--- src/rtl/isd_irq_consts.vh ---
// Constants for the interrupt aggregator: register map, bit layout, reset values, timing counts.
// Assumes inclusion by isd_bchan_rx and isd_irq_agg; isd_sticky does not include it; definitions only.
// Contract
// - One active-low interrupt while unmasked event pending
// - Top status bits 5-0 point to sub-registers
// - Aux pin events land directly in bits 6,7
// - Two summary bits per D and B channel
// - Host reads top status, then pointed sub-registers
// - Interrupt holds until every source cleared: sub-registers by read, aux bits 6,7 by write one to top
// - Top mask bit suppresses matching interrupt indication
// - B-channel status bits masked per channel mask
// - Pool full after 64 bytes of open frame
// - Frame start only while its enable set
// - Frame start after address/opening flag, two bytes later
// - Header, address, status nibble valid at frame start
// - Aux inputs selectable edge or level trigger
// - Reading D extended clears it and summary
// - Masked bits hidden on read, kept pending; top status still reads bits masked by the top mask
`ifndef ISD_IRQ_CONSTS_VH
`define ISD_IRQ_CONSTS_VH

`define ISD_AW 5
`define ISD_DW 8
// Global registers
`define ISD_A_TOP 5'h00
`define ISD_A_TMASK 5'h01
`define ISD_A_AUXCFG 5'h02
`define ISD_A_DST 5'h03
`define ISD_A_DMASK 5'h04
`define ISD_A_DEXT 5'h05
// Channel windows, selected by address bits 4-3
`define ISD_SEL_A 2'h1
`define ISD_SEL_B 2'h2
`define ISD_O_ST 3'h0
`define ISD_O_MASK 3'h1
`define ISD_O_EXT 3'h2
`define ISD_O_CMD2 3'h3
`define ISD_O_HDR 3'h4
`define ISD_O_ADDR 3'h5
`define ISD_O_RSTAT 3'h6
// Top status bit positions
`define ISD_T_EXB 0
`define ISD_T_ICB 1
`define ISD_T_EXA 2
`define ISD_T_ICA 3
`define ISD_T_EXD 4
`define ISD_T_IDC 5
`define ISD_T_AUX_IN_SIX 6
`define ISD_T_AUX_IN_SEVEN 7
// B-channel status and extended layouts
`define ISD_BST_RME 7
`define ISD_BST_RPF 6
`define ISD_BEX_RFO 7
`define ISD_BEX_RFS 6
`define ISD_CMD2_RIE 0
// Aux config: bit set selects edge trigger
`define ISD_CFG_EL6 0
`define ISD_CFG_EL7 1
`define ISD_REG_RST 8'h00
`define ISD_POOL_BYTES 64
`define ISD_RFS_DELAY 2

`endif

--- src/rtl/isd_sticky.v ---
// Sticky event register with per-bit mask and read-clear of the visible bits.
// Assumes set pulses and read strobe on the same clock as the host port.
`timescale 1ns/1ps
module isd_sticky #(
	parameter W = 8
) (
	input wire clk,
	input wire reset,
	input wire [W-1:0] set,
	input wire [W-1:0] mask,
	input wire rd_clr,
	output wire [W-1:0] view,
	output wire pend
);
	reg [W-1:0] st_q;
	wire [W-1:0] st_d;

	// Masked bits survive the read; a new event wins over the clear
	assign st_d = (rd_clr ? (st_q & mask) : st_q) | set;
	assign view = st_q & ~mask;
	assign pend = |view;

	always @(posedge clk) begin
		if (reset) begin
			st_q <= {W{1'b0}};
		end else begin
			st_q <= st_d;
		end
	end
endmodule // isd_sticky

--- src/rtl/isd_bchan_rx.v ---
// B-channel receive event generator: pool full, message end, overflow, frame start.
// Assumes one-cycle pulses from the receive HDLC framer on the same clock.
`timescale 1ns/1ps
`include "isd_irq_consts.vh"
module isd_bchan_rx #(
	parameter POOL = `ISD_POOL_BYTES,
	parameter DLY = `ISD_RFS_DELAY
) (
	input wire clk,
	input wire reset,
	input wire byte_stored,
	input wire frame_open,
	input wire addr_ok,
	input wire msg_done,
	input wire fifo_full,
	input wire transparent,
	input wire start_en,
	input wire [7:0] hdr_in,
	input wire [7:0] addr_in,
	input wire [3:0] rstat_in,
	output reg pool_full_q,
	output reg msg_end_q,
	output reg overflow_q,
	output reg frame_start_q,
	output reg [7:0] hdr_q,
	output reg [7:0] addr_q,
	output reg [3:0] rstat_q
);
	localparam CW = $clog2(POOL + 1);
	localparam DW = $clog2(DLY + 1);
	localparam [CW-1:0] POOL_LAST = POOL - 1;
	localparam [DW-1:0] DLY_N = DLY;

	reg [CW-1:0] cnt_q;
	reg [DW-1:0] dly_q;
	reg in_frame_q;
	reg armed_q;
	wire accept;
	wire trig;
	wire fire;

	assign accept = frame_open & ~fifo_full;
	assign trig = in_frame_q & (transparent ? 1'b0 : addr_ok);
	// Zero delay would need firing on the trigger itself; not supported
	assign fire = armed_q & byte_stored & (dly_q == DLY_N - 1'b1);

	always @(posedge clk) begin
		if (reset) begin
			cnt_q <= {CW{1'b0}};
			dly_q <= {DW{1'b0}};
			in_frame_q <= 1'b0;
			armed_q <= 1'b0;
			pool_full_q <= 1'b0;
			msg_end_q <= 1'b0;
			overflow_q <= 1'b0;
			frame_start_q <= 1'b0;
			hdr_q <= `ISD_REG_RST;
			addr_q <= `ISD_REG_RST;
			rstat_q <= 4'h0;
		end else begin
			pool_full_q <= 1'b0;
			msg_end_q <= 1'b0;
			overflow_q <= frame_open & fifo_full;
			frame_start_q <= fire & start_en;
			if (frame_open) begin
				// A lost frame gets no further events
				in_frame_q <= accept;
				cnt_q <= {CW{1'b0}};
				armed_q <= accept & transparent;
				dly_q <= {DW{1'b0}};
			end else begin
				if (msg_done & in_frame_q) begin
					msg_end_q <= 1'b1;
					in_frame_q <= 1'b0;
					cnt_q <= {CW{1'b0}};
					armed_q <= 1'b0;
				end else if (byte_stored & in_frame_q) begin
					if (cnt_q == POOL_LAST) begin
						pool_full_q <= 1'b1;
						cnt_q <= {CW{1'b0}};
					end else begin
						cnt_q <= cnt_q + 1'b1;
					end
				end
				if (trig) begin
					armed_q <= 1'b1;
					dly_q <= {DW{1'b0}};
				end else if (armed_q & byte_stored) begin
					dly_q <= dly_q + 1'b1;
					if (fire) begin
						armed_q <= 1'b0;
					end
				end
			end
			if (fire & start_en) begin
				hdr_q <= hdr_in;
				addr_q <= addr_in;
				rstat_q <= rstat_in;
			end
		end
	end
endmodule // isd_bchan_rx

--- src/rtl/isd_irq_agg.v ---
// Interrupt aggregator: top status, masks, D and B channel event registers, aux pin inputs.
// Assumes a plain register port on clk and event pulses from the HDLC controllers on clk.
// Channel index 0 is channel A, index 1 is channel B.
//
// The strobed register port and the register addresses were decided locally.
`timescale 1ns/1ps
`include "isd_irq_consts.vh"
module isd_irq_agg #(
	parameter POOL = `ISD_POOL_BYTES,
	parameter DLY = `ISD_RFS_DELAY
) (
	input wire clk,
	input wire reset,
	input wire [`ISD_AW-1:0] addr,
	input wire [`ISD_DW-1:0] wdata,
	input wire wr,
	input wire rd,
	output reg [`ISD_DW-1:0] rdata_q,
	output reg int_n_q,
	input wire aux_in_six_n,
	input wire aux_in_seven_n,
	input wire [7:0] dchan_status_evt,
	input wire [7:0] dchan_ext_evt,
	input wire [1:0] rx_byte_stored,
	input wire [1:0] rx_frame_open,
	input wire [1:0] rx_addr_ok,
	input wire [1:0] rx_msg_done,
	input wire [1:0] rx_fifo_full,
	input wire [1:0] rx_transparent,
	input wire [15:0] rx_hdr_in,
	input wire [15:0] rx_addr_in,
	input wire [7:0] rx_rstat_in,
	input wire [11:0] bchan_status_evt,
	input wire [11:0] bchan_ext_evt
);
	// Pin synchroniser: three stages, a change counts once stages two and three agree
	reg [1:0] s1_q;
	reg [1:0] s2_q;
	reg [1:0] s3_q;
	reg [1:0] pin_q;
	reg [1:0] pin_old_q;
	wire [1:0] pin_ok;
	wire [1:0] pin_fall;
	wire [1:0] pin_low;
	wire [1:0] edge_sel;
	wire [1:0] aux_set;

	// Software registers
	reg [7:0] tmask_q;
	reg [7:0] auxcfg_q;
	reg [7:0] dmask_q;
	reg [15:0] bmask_q;
	reg [1:0] rie_q;
	reg [1:0] aux_q;

	// Address decode
	wire [1:0] sel;
	wire [2:0] off;
	wire glob;
	wire ch_a;
	wire ch_b;
	wire rd_dst;
	wire rd_dext;
	wire [1:0] rd_bst;
	wire [1:0] rd_bext;
	wire wr_top;

	// Receive events per channel
	wire [1:0] rx_pool_full;
	wire [1:0] rx_message_end;
	wire [1:0] rx_frame_overflow;
	wire [1:0] rx_frame_start;
	wire [15:0] hdr;
	wire [15:0] adl;
	wire [7:0] rst4;

	// Sticky register bank, order matches top status bits 5-0
	wire [47:0] st_set;
	wire [47:0] st_mask;
	wire [5:0] st_clr;
	wire [47:0] st_view;
	wire [5:0] st_pend;
	wire [7:0] top;
	wire [7:0] b_st_set [0:1];
	wire [7:0] b_ex_set [0:1];
	reg [7:0] rd_d;
	genvar g;

	assign pin_ok = ~(s2_q ^ s3_q);
	assign pin_fall = pin_old_q & ~pin_q;
	assign pin_low = ~pin_q;
	assign edge_sel = {auxcfg_q[`ISD_CFG_EL7], auxcfg_q[`ISD_CFG_EL6]};
	// Level mode keeps setting while the pin is low, so the bit cannot be cleared until release
	assign aux_set = (edge_sel & pin_fall) | (~edge_sel & pin_low);

	always @(posedge clk) begin
		if (reset) begin
			s1_q <= 2'h3;
			s2_q <= 2'h3;
			s3_q <= 2'h3;
			pin_q <= 2'h3;
			pin_old_q <= 2'h3;
		end else begin
			s1_q <= {aux_in_seven_n, aux_in_six_n};
			s2_q <= s1_q;
			s3_q <= s2_q;
			pin_q <= (pin_ok & s3_q) | (~pin_ok & pin_q);
			pin_old_q <= pin_q;
		end
	end

	assign sel = addr[4:3];
	assign off = addr[2:0];
	assign glob = (sel == 2'h0);
	assign ch_a = (sel == `ISD_SEL_A);
	assign ch_b = (sel == `ISD_SEL_B);
	assign rd_dst = rd & (addr == `ISD_A_DST);
	assign rd_dext = rd & (addr == `ISD_A_DEXT);
	assign rd_bst = {rd & ch_b & (off == `ISD_O_ST), rd & ch_a & (off == `ISD_O_ST)};
	assign rd_bext = {rd & ch_b & (off == `ISD_O_EXT), rd & ch_a & (off == `ISD_O_EXT)};
	assign wr_top = wr & (addr == `ISD_A_TOP);

	// Software registers; masks use 1 = suppressed
	always @(posedge clk) begin
		if (reset) begin
			tmask_q <= `ISD_REG_RST;
			auxcfg_q <= `ISD_REG_RST;
			dmask_q <= `ISD_REG_RST;
			bmask_q <= {2{`ISD_REG_RST}};
			rie_q <= 2'h0;
		end else if (wr) begin
			if (addr == `ISD_A_TMASK) begin
				tmask_q <= wdata;
			end
			if (addr == `ISD_A_AUXCFG) begin
				auxcfg_q <= wdata;
			end
			if (addr == `ISD_A_DMASK) begin
				dmask_q <= wdata;
			end
			if (ch_a & (off == `ISD_O_MASK)) begin
				bmask_q[7:0] <= wdata;
			end
			if (ch_b & (off == `ISD_O_MASK)) begin
				bmask_q[15:8] <= wdata;
			end
			if (ch_a & (off == `ISD_O_CMD2)) begin
				rie_q[0] <= wdata[`ISD_CMD2_RIE];
			end
			if (ch_b & (off == `ISD_O_CMD2)) begin
				rie_q[1] <= wdata[`ISD_CMD2_RIE];
			end
		end
	end

	// Aux bits have no sub-register: write one to clear, a new event wins
	always @(posedge clk) begin
		if (reset) begin
			aux_q <= 2'h0;
		end else if (wr_top) begin
			aux_q <= (aux_q & ~{wdata[`ISD_T_AUX_IN_SEVEN], wdata[`ISD_T_AUX_IN_SIX]}) | aux_set;
		end else begin
			aux_q <= aux_q | aux_set;
		end
	end

	generate
		for (g = 0; g < 2; g = g + 1) begin : g_rx
			isd_bchan_rx #(
				.POOL(POOL),
				.DLY(DLY)
			) u_rx (
				.clk(clk),
				.reset(reset),
				.byte_stored(rx_byte_stored[g]),
				.frame_open(rx_frame_open[g]),
				.addr_ok(rx_addr_ok[g]),
				.msg_done(rx_msg_done[g]),
				.fifo_full(rx_fifo_full[g]),
				.transparent(rx_transparent[g]),
				.start_en(rie_q[g]),
				.hdr_in(rx_hdr_in[8*g+7:8*g]),
				.addr_in(rx_addr_in[8*g+7:8*g]),
				.rstat_in(rx_rstat_in[4*g+3:4*g]),
				.pool_full_q(rx_pool_full[g]),
				.msg_end_q(rx_message_end[g]),
				.overflow_q(rx_frame_overflow[g]),
				.frame_start_q(rx_frame_start[g]),
				.hdr_q(hdr[8*g+7:8*g]),
				.addr_q(adl[8*g+7:8*g]),
				.rstat_q(rst4[4*g+3:4*g])
			);
			assign b_st_set[g] = {rx_message_end[g], rx_pool_full[g], bchan_status_evt[6*g+5:6*g]};
			assign b_ex_set[g] = {rx_frame_overflow[g], rx_frame_start[g], bchan_ext_evt[6*g+5:6*g]};
		end
	endgenerate

	// Bank index: 0 B ext, 1 B status, 2 A ext, 3 A status, 4 D ext, 5 D status
	assign st_set = {dchan_status_evt, dchan_ext_evt, b_st_set[0], b_ex_set[0], b_st_set[1], b_ex_set[1]};
	assign st_mask = {dmask_q, 8'h00, bmask_q[7:0], 8'h00, bmask_q[15:8], 8'h00};
	assign st_clr = {rd_dst, rd_dext, rd_bst[0], rd_bext[0], rd_bst[1], rd_bext[1]};

	generate
		for (g = 0; g < 6; g = g + 1) begin : g_st
			isd_sticky #(
				.W(8)
			) u_st (
				.clk(clk),
				.reset(reset),
				.set(st_set[8*g+7:8*g]),
				.mask(st_mask[8*g+7:8*g]),
				.rd_clr(st_clr[g]),
				.view(st_view[8*g+7:8*g]),
				.pend(st_pend[g])
			);
		end
	endgenerate

	// Summary bits follow sub-register contents directly
	assign top = {aux_q, st_pend};

	// Read mux; unmapped addresses read zero
	always @* begin
		rd_d = `ISD_REG_RST;
		if (glob) begin
			case (addr)
				`ISD_A_TOP: rd_d = top;
				`ISD_A_TMASK: rd_d = tmask_q;
				`ISD_A_AUXCFG: rd_d = auxcfg_q;
				`ISD_A_DST: rd_d = st_view[47:40];
				`ISD_A_DMASK: rd_d = dmask_q;
				`ISD_A_DEXT: rd_d = st_view[39:32];
				default: rd_d = `ISD_REG_RST;
			endcase
		end else if (ch_a) begin
			case (off)
				`ISD_O_ST: rd_d = st_view[31:24];
				`ISD_O_MASK: rd_d = bmask_q[7:0];
				`ISD_O_EXT: rd_d = st_view[23:16];
				`ISD_O_CMD2: rd_d = {7'h00, rie_q[0]};
				`ISD_O_HDR: rd_d = hdr[7:0];
				`ISD_O_ADDR: rd_d = adl[7:0];
				`ISD_O_RSTAT: rd_d = {4'h0, rst4[3:0]};
				default: rd_d = `ISD_REG_RST;
			endcase
		end else if (ch_b) begin
			case (off)
				`ISD_O_ST: rd_d = st_view[15:8];
				`ISD_O_MASK: rd_d = bmask_q[15:8];
				`ISD_O_EXT: rd_d = st_view[7:0];
				`ISD_O_CMD2: rd_d = {7'h00, rie_q[1]};
				`ISD_O_HDR: rd_d = hdr[15:8];
				`ISD_O_ADDR: rd_d = adl[15:8];
				`ISD_O_RSTAT: rd_d = {4'h0, rst4[7:4]};
				default: rd_d = `ISD_REG_RST;
			endcase
		end
	end

	always @(posedge clk) begin
		if (reset) begin
			rdata_q <= `ISD_REG_RST;
			int_n_q <= 1'b1;
		end else begin
			// Data stand only in the cycle after the read strobe
			rdata_q <= rd ? rd_d : `ISD_REG_RST;
			// Level request: stays low while anything unmasked remains, so a host may need a fresh edge
			int_n_q <= ~|(top & ~tmask_q);
		end
	end
endmodule // isd_irq_agg

--- config.mk ---
export PLATFORM = sky130hd
export DESIGN_NAME = isd_irq_agg
export DESIGN_NICKNAME = d
export VERILOG_FILES = /design/src/rtl/isd_sticky.v /design/src/rtl/isd_bchan_rx.v /design/src/rtl/isd_irq_agg.v
export VERILOG_INCLUDE_DIRS = /design/src /design/src/rtl
export SDC_FILE = /design/constraint.sdc
export NUM_CORES = 1
export LEC_CHECK = 0
export BUFFER_PORTS_ARGS = -buffer_cell sky130_fd_sc_hd__buf_4
export CAP_MARGIN = 20
export CORE_UTILIZATION = 36
export CTS_CLUSTER_SIZE = 30
export DETAILED_ROUTE_END_ITERATION = 10
export PLACE_DENSITY = 0.54
export SLEW_MARGIN = 40
export SYNTH_ARGS = -nofsm -noshare
export SYNTH_HDL_FRONTEND = slang
export SYNTH_SLANG_ARGS = --single-unit
--- constraint.sdc ---
create_clock -name clk -period 1.39 [get_ports clk]
set_input_delay 0.278 -clock clk [delete_from_list [all_inputs] [get_ports clk]]
set_output_delay 0.278 -clock clk [all_outputs]
set_load 0.005 [all_outputs]
==> results_dict.tcl <==
set metrics [dict create \
    final_max_slew_viol_count 0 \
    ys_types 64 \
    setup_violations 5 \
    grt_pass1_wl_um 40050 \
    grt_pass1_vias 7191 \
    layout.nets 1285 \
    num_rows 53 \
    ys_warn_count 0 \
    post_dp_cell_area_um2 10070 \
    areaGrowthSynthToFinish_pct 36.09 \
    cts.clk_slew.worst_paths_ns 0.07 \
    hp-start "aux_in_six_n" \
    die-area_um2 22590 \
    grt_use_total_pct 23.67 \
    place.gp.congestion 0.8855 \
    worstPathMaxFanout 2 \
    die_h_um 150.3 \
    syn_nets 1070 \
    synth_edf_count 0 \
    reg2reg_from "bmask_q[12]" \
    antenna_found_initial 1 \
    route.detailed.drc 0 \
    finalInstanceArea_um2 10780 \
    rsz0062_at_grt "yes" \
    nFillCells 2124 \
    first_pass_iters 5 \
    violations "negative setup slack" \
    ff2ff_path_depth 5 \
    critPathBufInv 1 \
    arrival_ns 1.80 \
    synth-seq-cells 181 \
    routed_via_density 5.105 \
    avgSynthCellArea_um2 8.291 \
    crit_required_ns 1.70 \
    worst_slack_ns -0.1035 \
    r2r_slack_ns -0.10 \
    clock_sinks 181 \
    rr_endpoint "rdata_q[4]" \
    port_buffers 119 \
    final-seq-area_um2 3632 \
    drive_above_1_share_pct 29.75 \
    syn_area_um2 7918 \
    io_pins 120 \
    slowest_stage "mux4_2" \
    maxSlewHeadroom_pct 66.27 \
    worst_pin_slew_ns 0.5059 \
    path_delay_family "multiplexers" \
    synthArstFlopShare_pct 0 \
    grt_max_degree 68 \
    ys_seq_area_share_pct 45.76 \
    hold_depth 2 \
    min_to "s1_q[0]" \
    detail-route-antenna-nets 0 \
    htreeDepth 4 \
    ir_drop_mv 0.6959 \
    clockBufferDepth 2 \
    min_period_over_period_pct 107.4 \
    status "complete, but fails checks" \
    pwr_density_cell_nw_per_um2 1039 \
    synth_cells 955 \
    vias 7443 \
    coreArea_um2 21290 \
    cts_tree "done" \
    path_class "reg -> reg" \
    routedWlPerCell_um 17.59 \
    setup-tns-final_ns -0.3451 \
    maxCapViolations 0 \
    fin_crit_ns 1.493 \
    holdBufCountCts 0 \
    drt_wl_total_um 25640 \
    synth-main-ff-cell "dfxtp_1" \
    start_util_pct 37.20 \
    antennaDiodeCount 0 \
    skew_ns 0.008648 \
    cp_slowest_stage_delay_ns 0.48 \
    crit_chain "buf_6 > mux4_2 > a32o_2 > a21oi_2 > a311oi_1" \
    hold_path_class "in -> reg" \
    hpwl_um 19700 \
    cts-buffers-inserted 17 \
    clock.fmax_mhz 669.6 \
    drt_iter0_drc 464 \
    clk_latency_ns 0.44 \
    hold_viol_final 0 \
    start_kind "flip-flop" \
    die_w_um 150.3 \
    clockRootBuffer "clkbuf_16" \
    multi_input_area_um2 4105 \
    cp-end-kind "flip-flop" \
    grt_overflow_total 0 \
    power_leakage_nw 4.387 \
]
## cells in the mapped netlist, types with 6 or more instances
master	count	share of area, %
or2_2	9	0.71
a22oi_1	7	0.66
nand2b_1	11	0.87
clkbuf_1	29	1.4
nand2_1	161	7.6
nand3_1	38	2.4
nor2b_1	23	1.8
nor2_1	88	4.2
buf_2	11	0.70
buf_4	7	0.66
mux4_2	8	2.3
inv_1	36	1.7
dfxtp_1	181	46
mux2_2	6	0.85
xor2_1	7	0.77
a31oi_1	11	0.87
nor3_1	7	0.44
o21ai_0	41	2.6
nand4_1	10	0.79
nor4_1	6	0.47
a21oi_1	144	9.1
mux2i_1	31	3.9
## power by group
part / switching [mW] / internal [mW]
clock: 2.15 / 2.31
sequential: 0.0744 / 5.31
combinational: 0.663 / 0.684
total: 2.89 / 8.30
## cell type report
type | count | area share [%]
inverter | 36 | 1.254
timing repair buffer | 247 | 18.82
sequential | 181 | 33.71
clock buffer | 19 | 4.018
tap | 275 | 3.193
clock inverter | 13 | 0.9057
multi-input combinational | 687 | 38.10
## cells in the final DEF (no fill, tap or decap), drive strengths merged, types with 7 or more instances in the layout
cell type,synthesis,final
inv,36,41
nor3,8,8
dfxtp,181,181
clkbuf,29,19
nor2b,24,24
a22oi,7,7
nand2b,12,12
nand3,40,40
mux4,8,8
buf,22,247
clkinv,0,7
nand2,161,161
nor3b,8,8
or2,9,9
a21oi,144,144
mux2i,31,31
o21ai,42,42
a31oi,11,11
xor2,7,7
nand4,10,10
a221oi,7,7
nor2,88,88
## flip-flops by register name (all words and copies together) (netlist names), 4 cells and up, named ones only
name,cells
g_st.u_st.st_q,48
bmask_q,16
g_rx.u_rx.addr_q,16
g_rx.u_rx.hdr_q,16
g_rx.u_rx.cnt_q,14
auxcfg_q,8
dmask_q,8
g_rx.u_rx.rstat_q,8
rdata_q,8
tmask_q,8
g_rx.u_rx.dly_q,4
## kinds of logic after synthesis
group | share of synthesized area (%)
buf+inv | 4.962
flops | 45.76
compound gates | 18.13
xor+xnor | 0.9956
mux | 7.048
simple gates | 22.47
fa+ha+maj | 0.6321
## stage by stage
step / instances / util [%] / hold WS, ns / total power [mW] / setup WS [ns]
final: 1458 / 50.62 / 0.01958 / 11.19 / -0.1035
after global routing: 1458 / 50.62 / 0.009233 / 11.63 / -0.1479
after CTS: 1459 / 50.30 / 0.009413 / 11.28 / -0.1114
after detailed placement: 1426 / 47.33 / 0.3937 / 6.785 / -0.3715
after global placement: 1426 / 47.33 / 0.3954 / 6.783 / -0.3723
after floorplan: 955 / - / 0.3548 / 6.048 / -0.01621
## timing repair
item / CTS / global route
hold endpoints to repair: 0 / 0
gates resized for setup: 27 / 26
setup endpoints to repair: 8 / 30
buffers inserted: 1 / 0
pin swaps: 10 / 6
## layer usage
layer  track usage, %  vias up  share of wire, %
li1                 -     3752                 -
met2            38.16      174                46
met4            6.515        0               1.5
met5                0        -                 0
met3            3.848       28               4.5
met1            32.55     3489                48
## how the worst max path moves through the flow
stage                          from  cells past startpoint                    to
2_1_floorplan               addr[0]                      6  g_st[2].u_st.st_q[0]
6_report                bmask_q[12]                      5            rdata_q[4]
5_1_grt                 bmask_q[12]                      5            rdata_q[4]
3_3_place_gp                addr[2]                      8            rdata_q[1]
3_5_place_dp                addr[2]                      8            rdata_q[1]
4_1_cts        g_st[0].u_st.st_q[6]                      5               int_n_q
No activity file was read; power rests on OpenSTA's default activity.
